## src/dcls_pkg.sv

```systemverilog
// Package for the DMA channel length, stride, chaining and diagnostics block.
// Assumes a single 20 MHz system clock and a 32-bit AXI4-Lite register port.
package dcls_pkg;
  // Register byte offsets
  localparam logic [7:0] OFS_SIZE     = 8'h00;
  localparam logic [7:0] OFS_STEP     = 8'h04;
  localparam logic [7:0] OFS_NEXT     = 8'h08;
  localparam logic [7:0] OFS_DIAG     = 8'h0c;
  localparam logic [7:0] OFS_CTRL     = 8'h10;
  localparam logic [7:0] OFS_SRC      = 8'h14;
  localparam logic [7:0] OFS_DST      = 8'h18;
  localparam logic [7:0] OFS_IRQ_STAT = 8'h1c;
  localparam logic [7:0] OFS_IRQ_CLR  = 8'h20;
  localparam logic [7:0] OFS_IRQ_EN   = 8'h24;
  // Field positions
  localparam int ROW_CNT_LSB   = 16;
  localparam int ROW_CNT_W     = 14;
  localparam int ROW_BYTES_W   = 16;
  localparam int DST_STEP_LSB  = 16;
  localparam int DESC_ALIGN_W  = 5;
  localparam int DIAG_LITE_BIT = 28;
  localparam int DIAG_VER_LSB  = 25;
  localparam int DIAG_ST_LSB   = 16;
  localparam int DIAG_TAG_LSB  = 8;
  localparam int DIAG_OWR_LSB  = 4;
  localparam int ERR_RD_BIT    = 2;
  localparam int ERR_FIFO_BIT  = 1;
  localparam int ERR_LAST_BIT  = 0;
  localparam int CTRL_START    = 0;
  localparam int CTRL_TWO_DIM  = 1;
  localparam int CTRL_CHAIN    = 2;
  // Constant and reset values (version is arbitrary, not a real part's)
  localparam logic       LITE_VALUE  = 1'b0;
  localparam logic [2:0] VERSION_ID  = 3'h5;
  localparam logic [7:0] BUS_TAG     = 8'h00;
  localparam logic [31:0] RST_WORD   = 32'h0000_0000;
  localparam int          BEAT_BYTES = 4;
  localparam int          N_EVENTS   = 4;
  // Channel state machine
  typedef enum logic [8:0] {ST_IDLE, ST_READ, ST_WRITE, ST_ROW_END, ST_CHAIN, ST_DONE}
    dcls_state_type;
endpackage

```

## src/dcls_sticky.sv

```systemverilog
// Bank of sticky flags: set by hardware, cleared by write-one.
// Assumes set and clear pulses are on the system clock.
`timescale 1ns/1ps
module dcls_sticky #(
  parameter int W = 4
) (
  // Clock and reset
  input  wire logic         i_sys_clk,
  input  wire logic         i_nrst,
  // Events and clears
  input  wire logic [W-1:0] i_set,
  input  wire logic [W-1:0] i_clr,
  // Flags
  output logic      [W-1:0] o_flag
);
  // Set wins over a simultaneous clear so no event is lost
  always_ff @(posedge i_sys_clk or negedge i_nrst) begin
    if (!i_nrst) begin
      o_flag <= '0;
    end else begin
      o_flag <= (o_flag & ~i_clr) | i_set;
    end
  end
endmodule

```

## src/dcls_channel.sv

```systemverilog
// DMA channel: transfer length, 2D stride, descriptor chaining and diagnostics.
// Assumes an AXI4-Lite register master and an AXI memory side reduced to
// beat handshakes (read beat with last/error, write issue and response).
//
// Local design decisions: the register addresses and the AXI4-Lite register port.
`timescale 1ns/1ps
// Functional notes
// Linear mode: row count forms the top bits of one long byte count.
// 2D mode: row-count rows of row-byte count each, strides after every row.
// Length register counts down so reads show bytes still remaining.
// Row end in 2D adds signed upper stride half to destination address.
// Row end in 2D adds signed lower stride half to source address.
// Next-descriptor pointer is the address of the following descriptor.
// Pointer low five bits are not writable and read as zero.
// Software rewrites the pointer only while the channel is paused; the register takes writes in every state.
// Bit 28 of diagnostics reads zero: full-performance engine.
// Diagnostics hold a read-only 3-bit layout version field.
// Diagnostics expose the 9-bit state machine value.
// Diagnostics expose the 8-bit bus transaction tag.
// 4-bit outstanding-write count clears on new transfer and reset.
// Read error response sets sticky bit 2, write one clears.
// Read buffer error sets sticky bit 1, write one clears.
// Missing read last sets sticky bit 0, write one clears.
// Two-dimensional select bit picks 2D or linear length meaning.
// Step values are sign-extended before adding to addresses.
// Software writes reserved bits as zero and ignores them on read.
module dcls_channel (
  // Clock and reset
  input  wire logic        i_sys_clk,
  input  wire logic        i_nrst,
  // AXI4-Lite write address and data
  input  wire logic [7:0]  i_awaddr,
  input  wire logic        i_awvalid,
  output logic             o_awready,
  input  wire logic [31:0] i_wdata,
  input  wire logic [3:0]  i_wstrb,
  input  wire logic        i_wvalid,
  output logic             o_wready,
  // AXI4-Lite write response
  output logic [1:0]       o_bresp,
  output logic             o_bvalid,
  input  wire logic        i_bready,
  // AXI4-Lite read
  input  wire logic [7:0]  i_araddr,
  input  wire logic        i_arvalid,
  output logic             o_arready,
  output logic [31:0]      o_rdata,
  output logic [1:0]       o_rresp,
  output logic             o_rvalid,
  input  wire logic        i_rready,
  // Memory side: read beats
  output logic             o_mem_rd_req,
  output logic [31:0]      o_mem_rd_addr,
  input  wire logic        i_mem_rd_beat,
  input  wire logic        i_mem_rd_last,
  input  wire logic        i_mem_rd_err,
  input  wire logic        i_mem_fifo_err,
  // Memory side: writes
  output logic             o_mem_wr_req,
  output logic [31:0]      o_mem_wr_addr,
  input  wire logic        i_mem_wr_issue,
  input  wire logic        i_mem_wr_resp,
  // Descriptor chaining and status
  output logic             o_desc_fetch,
  output logic [31:0]      o_desc_addr,
  output logic [7:0]       o_bus_tag,
  output logic             o_busy,
  output logic             o_irq
);
  import dcls_pkg::*;

  // Registers
  logic [31:0]    transfer_size;
  logic [31:0]    row_step;
  logic [31:0]    next_descriptor_pointer;
  logic [31:0]    src_addr;
  logic [31:0]    dst_addr;
  logic [15:0]    row_bytes;
  logic           two_dim_select;
  logic           chain_en;
  logic [3:0]     out_writes;
  logic [N_EVENTS-1:0] irq_en;
  logic [N_EVENTS-1:0] irq_stat;
  logic [2:0]     err_flags;
  dcls_state_type state;
  dcls_state_type next_state;

  // Bus capture
  logic        aw_held;
  logic        w_held;
  logic [7:0]  aw_addr;
  logic [31:0] w_data;
  logic [3:0]  w_strb;
  logic        wr_fire;
  logic        rd_fire;

  // Decode a word offset; shared by the read and write paths
  function automatic logic addr_hit(input logic [7:0] a, input logic [7:0] ofs);
    addr_hit = (a[7:2] == ofs[7:2]);
  endfunction

  // Apply byte enables to a stored word
  function automatic logic [31:0] merge(input logic [31:0] old, input logic [31:0] d,
                                        input logic [3:0] s);
    merge = old;
    for (int i = 0; i < 4; i++) begin
      if (s[i]) merge[i*8 +: 8] = d[i*8 +: 8];
    end
  endfunction

  // Write side: address and data may arrive in either order
  assign o_awready = !aw_held && !o_bvalid;
  assign o_wready  = !w_held && !o_bvalid;
  assign wr_fire   = aw_held && w_held && !o_bvalid;

  always_ff @(posedge i_sys_clk or negedge i_nrst) begin
    if (!i_nrst) begin
      aw_held <= 1'b0;
      w_held  <= 1'b0;
      aw_addr <= 8'h00;
      w_data  <= RST_WORD;
      w_strb  <= 4'h0;
    end else begin
      if (i_awvalid && o_awready) begin
        aw_held <= 1'b1;
        aw_addr <= i_awaddr;
      end else if (wr_fire) begin
        aw_held <= 1'b0;
      end
      if (i_wvalid && o_wready) begin
        w_held <= 1'b1;
        w_data <= i_wdata;
        w_strb <= i_wstrb;
      end else if (wr_fire) begin
        w_held <= 1'b0;
      end
    end
  end

  // Write response; unmapped offsets answer SLVERR
  always_ff @(posedge i_sys_clk or negedge i_nrst) begin
    if (!i_nrst) begin
      o_bvalid <= 1'b0;
      o_bresp  <= 2'b00;
    end else if (wr_fire) begin
      o_bvalid <= 1'b1;
      o_bresp  <= (aw_addr > OFS_IRQ_EN) ? 2'b10 : 2'b00;
    end else if (i_bready) begin
      o_bvalid <= 1'b0;
    end
  end

  // Software write strobes
  logic wr_size, wr_step, wr_next, wr_ctrl, wr_src, wr_dst, wr_diag, wr_iclr, wr_ien;
  logic start_req;
  assign wr_size = wr_fire && addr_hit(aw_addr, OFS_SIZE);
  assign wr_step = wr_fire && addr_hit(aw_addr, OFS_STEP);
  assign wr_next = wr_fire && addr_hit(aw_addr, OFS_NEXT);
  assign wr_diag = wr_fire && addr_hit(aw_addr, OFS_DIAG);
  assign wr_ctrl = wr_fire && addr_hit(aw_addr, OFS_CTRL);
  assign wr_src  = wr_fire && addr_hit(aw_addr, OFS_SRC);
  assign wr_dst  = wr_fire && addr_hit(aw_addr, OFS_DST);
  assign wr_iclr = wr_fire && addr_hit(aw_addr, OFS_IRQ_CLR);
  assign wr_ien  = wr_fire && addr_hit(aw_addr, OFS_IRQ_EN);
  assign start_req = wr_ctrl && w_strb[0] && w_data[CTRL_START] && (state == ST_IDLE);

  // Transfer geometry
  logic        row_last;
  logic        xfer_last;
  logic [15:0] row_cnt;
  logic [29:0] lin_len;
  logic [15:0] beat_bytes;
  assign row_cnt   = {2'b00, transfer_size[ROW_CNT_LSB +: ROW_CNT_W]};
  assign lin_len   = transfer_size[29:0];
  assign beat_bytes = (two_dim_select && row_bytes < 16'(BEAT_BYTES)) ? row_bytes
                    : 16'(BEAT_BYTES);
  assign row_last  = two_dim_select ? (transfer_size[15:0] <= beat_bytes)
                                    : (lin_len <= 30'(BEAT_BYTES));
  assign xfer_last = two_dim_select ? (row_cnt <= 16'd1) : 1'b1;

  // Channel state machine: one read beat then one write per word
  always_comb begin
    next_state = state;
    case (state)
      ST_IDLE:    if (start_req) next_state = ST_READ;
      ST_READ:    if (i_mem_rd_beat) next_state = ST_WRITE;
      ST_WRITE:   if (i_mem_wr_issue) next_state = row_last ? ST_ROW_END : ST_READ;
      ST_ROW_END: next_state = xfer_last ? ST_CHAIN : ST_READ;
      ST_CHAIN:   next_state = (chain_en && next_descriptor_pointer != RST_WORD) ? ST_IDLE
                                                                              : ST_DONE;
      ST_DONE:    next_state = ST_IDLE;
      default:    next_state = ST_IDLE;
    endcase
  end

  always_ff @(posedge i_sys_clk or negedge i_nrst) begin
    if (!i_nrst) state <= ST_IDLE;
    else         state <= next_state;
  end

  // Length, addresses and stride stepping
  always_ff @(posedge i_sys_clk or negedge i_nrst) begin
    if (!i_nrst) begin
      transfer_size <= RST_WORD;
      src_addr      <= RST_WORD;
      dst_addr      <= RST_WORD;
      row_bytes     <= 16'h0000;
    end else begin
      if (wr_size && state == ST_IDLE) begin
        transfer_size <= merge(transfer_size, w_data, w_strb) & 32'h3fff_ffff;
      end else if (start_req) begin
        row_bytes <= transfer_size[15:0];
      end else if (state == ST_WRITE && i_mem_wr_issue) begin
        dst_addr <= dst_addr + 32'(BEAT_BYTES);
        src_addr <= src_addr + 32'(BEAT_BYTES);
        if (two_dim_select) begin
          transfer_size[15:0] <= row_last ? 16'h0000 : transfer_size[15:0] - beat_bytes;
        end else begin
          transfer_size <= row_last ? RST_WORD
                                    : {2'b00, lin_len - 30'(BEAT_BYTES)};
        end
      end else if (state == ST_ROW_END && two_dim_select) begin
        // Sign-extend so a negative step walks the address downward
        dst_addr <= dst_addr + {{16{row_step[31]}}, row_step[31:16]};
        src_addr <= src_addr + {{16{row_step[15]}}, row_step[15:0]};
        transfer_size[ROW_CNT_LSB +: ROW_CNT_W] <= ROW_CNT_W'(row_cnt - 16'd1);
        transfer_size[15:0] <= xfer_last ? 16'h0000 : row_bytes;
      end
      if (wr_src && state == ST_IDLE) src_addr <= merge(src_addr, w_data, w_strb);
      if (wr_dst && state == ST_IDLE) dst_addr <= merge(dst_addr, w_data, w_strb);
    end
  end

  // Stride, pointer and control; pointer writes are safe only when idle
  always_ff @(posedge i_sys_clk or negedge i_nrst) begin
    if (!i_nrst) begin
      row_step                <= RST_WORD;
      next_descriptor_pointer <= RST_WORD;
      two_dim_select          <= 1'b0;
      chain_en                <= 1'b0;
      irq_en                  <= '0;
    end else begin
      if (wr_step) row_step <= merge(row_step, w_data, w_strb);
      if (wr_next) begin
        next_descriptor_pointer <= merge(next_descriptor_pointer, w_data, w_strb)
                                   & ~32'h0000_001f;
      end
      if (wr_ctrl && w_strb[0] && state == ST_IDLE) begin
        two_dim_select <= w_data[CTRL_TWO_DIM];
        chain_en       <= w_data[CTRL_CHAIN];
      end
      if (wr_ien) irq_en <= w_data[N_EVENTS-1:0];
    end
  end

  // Outstanding writes: clear on start, count issues up and responses down
  always_ff @(posedge i_sys_clk or negedge i_nrst) begin
    if (!i_nrst) begin
      out_writes <= 4'h0;
    end else if (start_req) begin
      out_writes <= 4'h0;
    end else begin
      case ({i_mem_wr_issue && state == ST_WRITE, i_mem_wr_resp && out_writes != 4'h0})
        2'b10:   out_writes <= (out_writes == 4'hf) ? out_writes : out_writes + 4'h1;
        2'b01:   out_writes <= out_writes - 4'h1;
        default: out_writes <= out_writes;
      endcase
    end
  end

  // Error flags and interrupt events
  logic [2:0]          err_set;
  logic [2:0]          err_clr;
  logic [N_EVENTS-1:0] ev_set;
  logic [N_EVENTS-1:0] ev_clr;
  logic                rd_beat;
  assign rd_beat = state == ST_READ && i_mem_rd_beat;
  assign err_set[ERR_RD_BIT]   = rd_beat && i_mem_rd_err;
  assign err_set[ERR_FIFO_BIT] = i_mem_fifo_err;
  // Every read is one beat, so last must accompany every beat
  assign err_set[ERR_LAST_BIT] = rd_beat && !i_mem_rd_last;
  assign err_clr = wr_diag ? w_data[2:0] & {3{w_strb[0]}} : 3'b000;
  assign ev_set  = {state == ST_DONE, err_set};
  assign ev_clr  = wr_iclr ? w_data[N_EVENTS-1:0] : '0;

  dcls_sticky #(.W(3)) u_err (
    .i_sys_clk (i_sys_clk),
    .i_nrst    (i_nrst),
    .i_set     (err_set),
    .i_clr     (err_clr),
    .o_flag    (err_flags)
  );

  dcls_sticky #(.W(N_EVENTS)) u_irq (
    .i_sys_clk (i_sys_clk),
    .i_nrst    (i_nrst),
    .i_set     (ev_set),
    .i_clr     (ev_clr),
    .o_flag    (irq_stat)
  );

  assign o_irq = |(irq_stat & irq_en);

  // Read path: one read at a time, data registered
  logic [31:0] diag_word;
  logic [31:0] rd_word;
  assign diag_word = {3'b000, LITE_VALUE, VERSION_ID, 9'(state), BUS_TAG,
                      out_writes, 1'b0, err_flags};
  always_comb begin
    rd_word = RST_WORD;
    if      (addr_hit(i_araddr, OFS_SIZE))     rd_word = transfer_size;
    else if (addr_hit(i_araddr, OFS_STEP))     rd_word = row_step;
    else if (addr_hit(i_araddr, OFS_NEXT))     rd_word = next_descriptor_pointer;
    else if (addr_hit(i_araddr, OFS_DIAG))     rd_word = diag_word;
    else if (addr_hit(i_araddr, OFS_CTRL))     rd_word = {29'h0, chain_en, two_dim_select,
                                                          state != ST_IDLE};
    else if (addr_hit(i_araddr, OFS_SRC))      rd_word = src_addr;
    else if (addr_hit(i_araddr, OFS_DST))      rd_word = dst_addr;
    else if (addr_hit(i_araddr, OFS_IRQ_STAT)) rd_word = {28'h0, irq_stat};
    else if (addr_hit(i_araddr, OFS_IRQ_EN))   rd_word = {28'h0, irq_en};
  end

  assign o_arready = !o_rvalid;
  assign rd_fire   = i_arvalid && o_arready;

  always_ff @(posedge i_sys_clk or negedge i_nrst) begin
    if (!i_nrst) begin
      o_rvalid <= 1'b0;
      o_rdata  <= RST_WORD;
      o_rresp  <= 2'b00;
    end else if (rd_fire) begin
      o_rvalid <= 1'b1;
      o_rdata  <= rd_word;
      o_rresp  <= (i_araddr > OFS_IRQ_EN) ? 2'b10 : 2'b00;
    end else if (i_rready) begin
      o_rvalid <= 1'b0;
    end
  end

  // Memory side outputs
  assign o_mem_rd_req  = state == ST_READ;
  assign o_mem_rd_addr = src_addr;
  assign o_mem_wr_req  = state == ST_WRITE;
  assign o_mem_wr_addr = dst_addr;
  assign o_desc_fetch  = state == ST_CHAIN && chain_en && next_descriptor_pointer != RST_WORD;
  assign o_desc_addr   = next_descriptor_pointer;
  assign o_bus_tag     = BUS_TAG;
  assign o_busy        = state != ST_IDLE;
endmodule

```

## config.mk

```make
export PLATFORM = sky130hd
export DESIGN_NAME = dcls_channel
export DESIGN_NICKNAME = d
export VERILOG_FILES = /design/src/dcls_pkg.sv /design/src/dcls_sticky.sv /design/src/dcls_channel.sv
export SDC_FILE = /design/constraint.sdc
export NUM_CORES = 1
export LEC_CHECK = 0
export ABC_AREA = 1
export BUFFER_PORTS_ARGS = -buffer_cell sky130_fd_sc_hd__buf_2
export CORE_MARGIN = 5
export CORE_UTILIZATION = 50
export DETAILED_ROUTE_END_ITERATION = 12
export PLACE_DENSITY = 0.71
export RECOVER_POWER = 50
export SLEW_MARGIN = 0
export SYNTH_ARGS = -nofsm -noshare
export SYNTH_HDL_FRONTEND = slang
export SYNTH_SLANG_ARGS = --single-unit
export TNS_END_PERCENT = 5
```

## constraint.sdc

```tcl
create_clock -name i_sys_clk -period 4.1 [get_ports i_sys_clk]
set_clock_uncertainty 0.05 [all_clocks]
set_input_delay 0 -clock i_sys_clk [delete_from_list [all_inputs] [get_ports i_sys_clk]]
set_output_delay 0 -clock i_sys_clk [all_outputs]
set_load 0.02 [all_outputs]
```

# Yosys cells after proc, flatten, opt, wreduce, memory -nomap -nowiden
# Index checks and enable logic that the tools add are counted.
[word_totals]
register_bits = 281
latchBits = 0
ram_bits = 0
romBits = 0
in_bits = 65
wordCells = 246
mem_count = 0
[op_classes]
n_addsub = 9
n_mul = 0
div = 0
n_lt_le_gt_ge = 6
n_eq_ne = 47
shift = 0
n_mux = 58
bitwise_logic = 9
reduce_logical = 78
[ops]
columns = ["operator", "count"]
rows = [
  ["two-way mux 32 bit", 19],
  ["two-way mux 30 bit", 3],
  ["two-way mux 16 bit", 5],
  ["adder 32 x 3 -> 32 bit, second input constant", 2],
  ["adder 32 bit", 2],
  ["case mux 9 bit (5 select lines)", 1],
  ["== test 6 x 3 -> 1 bit, second input constant", 7],
  ["AND reduction 4 bit", 10],
  ["logical AND 1 bit", 33],
  ["two-way mux 8 bit", 4],
  ["nonzero test 32 bit", 1],
  ["less-or-equal comparator 30 x 3 -> 1 bit, second input constant", 1],
  ["subtractor 30 x 3 -> 30 bit, second input constant", 1],
  ["two-way mux 9 bit", 3],
  ["inequality test 2 bit, second input constant", 13],
  ["== test 6 x 2 -> 1 bit, second input constant", 4],
  ["two-way mux 4 bit", 5],
  ["AND reduction 2 bit", 10],
  ["== test 6 x 4 -> 1 bit, second input constant", 3],
  ["== test 9 x 2 -> 1 bit, second input constant", 2],
  ["== test 9 x 3 -> 1 bit, second input constant", 2],
  ["greater-than comparator 8 x 6 -> 1 bit, second input constant", 2],
  ["less-or-equal comparator 16 bit", 1],
  ["less-than comparator 16 x 3 -> 1 bit, second input constant", 1],
  ["other kinds (33)", 72],
]

# Logic depth before layout (Yosys ltp)
[depth]
ltp_word = 10
depth_mapped = 21
mapped_depth_nobuf = 21

# Hierarchy
# Synthesis repeated with hierarchy kept, for this count alone.
[hier_totals]
hier_cells = 3356
hier_area_um2 = 21460.6
[modules_own_cells]
columns = ["module", "n_inst", "cells_each", "area_per_inst_um2", "seq_area_each_um2"]
rows = [
  ["dcls_channel", 1, 3321, 21180.3, 6606.3],
  ["dcls_sticky at u_irq", 1, 20, 160.2, 100.1],
  ["dcls_sticky at u_err", 1, 15, 120.1, 75.1],
]

# Worst setup path before layout
# No wires, ideal clock.
[synth_timing]
path_type = "register -> register"
from = "register row_bytes[9]"
to = "register transfer_size[22]"
setup_ps = 117
t_arrival_ps = 2653
required_time_ps = 3933
slack_ps = 1279
stages_incl_launch_ff = 21
cell_sequence = "dfrtp_1 or4_1 nor4_1 inv_1 nor2_1 ha_1 fa_1 inv_1 nand2_1 nand2_1 nand3_1 nand2_1 nand2_1 nand2_1 nand3_2 nand2_2 buf_6 nand3b_1 nand2_1 nand3_1 nand2_1"
[synth_between]
elab_chain_len = 10
[synth_lines]
columns = ["item", "line_no", "source"]
rows = [
  ["start, declared", "dcls_channel.sv:78", "logic [15:0] row_bytes;"],
  ["start signal, assigned", "dcls_channel.sv:212", "row_bytes <= transfer_size[15:0];"],
  ["less-than comparator 16 x 3 -> 1 bit", "dcls_channel.sv:175", "assign beat_bytes = (two_dim_select && row_bytes < 16'(BEAT_BYTES)) ? row_bytes"],
  ["logical AND 1 bit", "dcls_channel.sv:175", ""],
  ["two-way mux 16 bit (*)", "dcls_channel.sv:175", ""],
  ["less-or-equal comparator 16 bit (*)", "dcls_channel.sv:177", "assign row_last = two_dim_select ? (transfer_size[15:0] <= beat_bytes)"],
  ["two-way mux 1 bit (*)", "dcls_channel.sv:177", ""],
  ["two-way mux 30 bit (*)", "dcls_channel.sv:219", "transfer_size <= row_last ? RST_WORD"],
  ["two-way mux 16 bit (*)", "dcls_channel.sv:216", "if (two_dim_select) begin"],
  ["two-way mux 30 bit (*)", "dcls_channel.sv:213", "end else if (state == ST_WRITE && i_mem_wr_issue) begin"],
  ["two-way mux 32 bit (*)", "dcls_channel.sv:211", "end else if (start_req) begin"],
  ["two-way mux 32 bit (*)", "dcls_channel.sv:209", "if (wr_size && state == ST_IDLE) begin"],
  ["end signal, assigned", "dcls_channel.sv:210", "transfer_size <= merge(transfer_size, w_data, w_strb) & 32'h3fff_ffff;"],
  ["end signal, assigned", "dcls_channel.sv:219", ""],
  ["end signal, assigned by index", "dcls_channel.sv:226", "transfer_size[ROW_CNT_LSB +: ROW_CNT_W] <= ROW_CNT_W'(row_cnt - 16'd1);"],
  ["end, declared", "dcls_channel.sv:73", "logic [31:0] transfer_size;"],
]
# Every way passes the cells marked *; elsewhere a longest branch is shown, timed or not. The select of a mux whose other input is x is not followed.
# A chain may end at the register's enable or synchronous reset.

# Final worst setup path
[layout_timing]
from = "register row_bytes[9]"
to = "register transfer_size[23]"
# Same word-level chain as after synthesis.

==> impl_metrics.py <==
metrics = {
    "power": {
        "pwr-share-clk": 0.210,
        "p_leak_uw": 0.0124,
        "finalPower_uw": 15100,
        "power.share.sequential": 0.315,
        "ir_drop_mv": 0.520,
        "p_int_uw": 7370,
        "pwr-share-comb": 0.475,
        "netSwitchingFraction": 0.512,
        "p_per_area_nw_per_um2": 621,
        "power_switching_uw": 7730,
    },
    "logic_synthesis": {
        "ys_seq_area_frac": 0.321,
        "synth.top_cell.area_share": 0.321,
        "synthCells": 3228,
        "synth_area_leaders": "dfrtp_1, nand2_1, a21oi_1",
        "synth_cell_types": 60,
        "netlist_area_sq_um": 21100,
        "synth-edff-count": 0,
        "synthesis.yosys.warnings": 0,
        "ys_ff_latch": 271,
        "syn_avg_cell_area_sq_um": 6.55,
        "synth-main-ff-cell": "dfrtp_1",
        "yosys.area.top_type": "dfrtp_1",
        "synthArstFlopShare": 1.00,
    },
    "cts": {
        "cts_made_buffers": 35,
        "clockBufferDepth": 3,
        "clkTransAtPathRegs_ns": 0.06,
        "root_buffer": "clkbuf_16",
        "worstSkewPairLatency_ns": 0.57,
        "cts_tree": "yes",
        "cts_setup_buffers": 0,
        "cts_max_level": 2,
        "clock_sinks": 271,
    },
    "setup_path": {
        "endpoint_kind": "register",
        "reg2regPathDepth": 19,
        "crit_type": "register to register",
        "slowest_stage": "or4_1",
        "crit_required_ns": 4.51,
        "crit_chain": "or4_1, nor4_1, inv_1, nor2_1, ha_1, fa_1, inv_1, nand2_1, nand2_1, nand3_1, nand2_1, nand2_1, nand2_1, nand3_2, nand2_2, nand2_1, nor2_1, o21ai_0, nand2_1",
        "cp_max_fo": 14,
        "start_kind": "register",
        "r2r_slack_ns": 0.39,
        "reg2reg_from": "row_bytes[9]",
        "cp_top_family": "simple AND/OR/NAND/NOR gates",
        "critPathBufInv": 2,
        "regToRegEndpoint": "transfer_size[23]",
        "crit_top_cell": "nand2_1",
        "crit_arrival_ns": 4.12,
        "max_stage_delay_ns": 0.52,
    },
    "timing": {
        "hold_ws_ns": 0.0152,
        "fin_tns_setup_ns": 0,
        "fin_crit_sh": 0.905,
        "setup_slack_ns": 0.391,
        "relSlewSlack": -0.530,
        "slew_violations": 90,
        "fmax_ghz": 0.270,
        "hold_viol": 0,
        "layout_min_cycle_time_ns": 3.71,
        "rsz0062_at_grt": "no",
        "tightest_slew_ns": 2.29,
        "final-setup-viol-count": 0,
    },
    "place": {
        "pre_cts_ws_ns": 0.449,
        "portBuffers": 199,
        "gp_congestion": 1.05,
        "dpl.hpwl_mm": 73.4,
    },
    "floorplanning": {
        "die_h_um": 216,
        "io_pins": 215,
        "die_x_um": 216,
        "initial_core_util": 0.505,
        "die-area_sq_um": 46500,
        "rows": 75,
        "core-area_sq_um": 41900,
    },
    "grt": {
        "grt_pass1_wl_mm": 140,
        "track_usage": 0.393,
        "antenna_found_initial": 3,
        "grt_max_degree": 96,
        "grt_overflow_total": 0,
        "grt_pass1_vias": 22849,
    },
    "route": {
        "wl_per_cell_um": 23.4,
        "wl_mm": 94.5,
        "first_pass_iters": 9,
        "drt-initial-drc-count": 2763,
        "drc": 0,
        "num_vias": 24100,
        "avgViaCountPerCell": 5.96,
        "ant_nets": 0,
    },
    "finish": {
        "area_growth_pct": 15.0,
        "finalNetCount": 3631,
        "post-route-util": 0.581,
        "drive_gt1_frac": 0.0771,
    },
    "run_status": {
        "status": "finished, violations left",
        "violations": "capacitance limit, slew limit",
    },
    "run": {
        "drv_cap": 1,
    },
    "worst_hold_path": {
        "hold_path_startpoint": "i_araddr[3]",
        "hold_class": "primary input to register",
        "worstHoldEndpoint": "o_rdata[18]",
        "hold_depth": 7,
    },
}
timing repair:
item / CTS / global route
hold buffers: 67 / 0
resized for setup: 0 / 0
endpoints found under the hold margin: 149 / 0
endpoints found under the setup margin: 0 / 0
routing by layer:
| layer | track usage | up-vias | part of all wire |
|---|---|---|---|
| met1 | 0.498 | 11392 | 0.39 |
| met4 | 0.242 | 2 | 0.075 |
| met5 | 0 | - | 0.00013 |
| li1 | - | 11097 | - |
| met3 | 0.0855 | 322 | 0.098 |
| met2 | 0.618 | 1287 | 0.44 |
final cells by class:
type	count	area (sq um)
multi-input cells	2514	12600
repair buffers	288	1740
flip-flops and latches	271	6780
diodes	2	5.00
well taps	539	674
clock inverters	17	209
clock buffers	45	963
inverters	366	1370
fillers	4169	17600
cells by family (layout without fill, tap and decap cells):
| group | Yosys count | count (layout) | share of synthesized area |
|---|---|---|---|
| AND/OR/NAND/NOR | 1631 | 1631 | 0.326 |
| XOR/XNOR | 72 | 72 | 0.0298 |
| flip-flops | 271 | 271 | 0.321 |
| multiplexers | 7 | 7 | 0.00373 |
| adder cells (fa/ha/maj) | 90 | 90 | 0.0547 |
| AO/OA/AOI/OAI | 686 | 686 | 0.176 |
| buffers and inverters | 469 | 716 | 0.0892 |
| other | 2 | 30 | 0.000355 |
flip-flops by register name, indices dropped and copies added, names as in the netlist, 3 cells and up:
name / flops
out_writes: 4
u_err.o_flag: 3
state: 3
irq_en: 4
o_mem_wr_addr: 32
o_rdata: 32
row_step: 32
transfer_size: 30
aw_addr: 8
w_data: 32
o_mem_rd_addr: 32
u_irq.o_flag: 4
o_desc_addr: 27
row_bytes: 16
w_strb: 4
power by group through the flow:
stage	sequential [uW]	clock (uW)	combinational, uW
CTS	4670	3180	7010
finish	4760	3170	7170
detailed placement	4720	0	6890
global placement	4700	0	6800
floorplan	4480	0	4220
global route	4790	3300	7780
placed cells by master, fill, tap and decap left out, types with 15 or more instances in the layout:
master           n
a21oi_1        316
buf_2          122
buf_4           20
clkbuf_1        81
clkbuf_16       35
conb_1          28
dfrtp_1        271
dlygate4sd3_1   67
ha_1            86
inv_1          353
nand2_1        987
nand3_1        180
nand3b_1        24
nand4_1         36
nor2_1         264
nor3_1          77
o211ai_1        20
o21ai_0        261
o221ai_1        15
o22ai_1         24
xor2_1          61
synth_stat cells (all sizes together), types with 2 or more instances:
cell type	n
a211oi	3
a21boi	3
a21oi	316
a221oi	2
a22oi	6
a31oi	10
and3	3
buf	53
clkbuf	50
conb	2
dfrtp	271
fa	4
ha	86
inv	365
mux2	7
nand2	998
nand3	182
nand3b	25
nand4	37
nor2	278
nor3	78
nor3b	4
nor4	11
o2111ai	2
o211ai	20
o21a	5
o21ai	272
o21bai	4
o221ai	15
o22ai	24
or2	11
xnor2	11
xor2	61
worst max path at each step:
stage                 startpoint                end  slack [ns]  cells past startpoint
global placement    row_bytes[9]  transfer_size[23]        0.62                     19
CTS                 row_bytes[9]  transfer_size[23]        0.49                     19
floorplan           row_bytes[9]  transfer_size[22]        1.28                     20
finish              row_bytes[9]  transfer_size[23]        0.39                     19
global route        row_bytes[9]  transfer_size[23]        0.20                     19
detailed placement  row_bytes[9]  transfer_size[23]        0.45                     19
worst min-delay path, delay by kind of cell:
kind | cells | cell delay (ns)
AOI/OAI and AO/OA | 2 | 0.20
buffers and inverters | 3 | 0.21
and+or+nand+nor | 2 | 0.19
stage by stage:
stage          cell area [sq um]  std cells
6_report                   24300       4042
3_5_place_dp               22600       3911
3_3_place_gp               22600       3911
2_1_floorplan              21200       3254
5_1_grt                    24300       4040
4_1_cts                    24400       4040
Note: power is estimated with default switching activity, not from simulation.
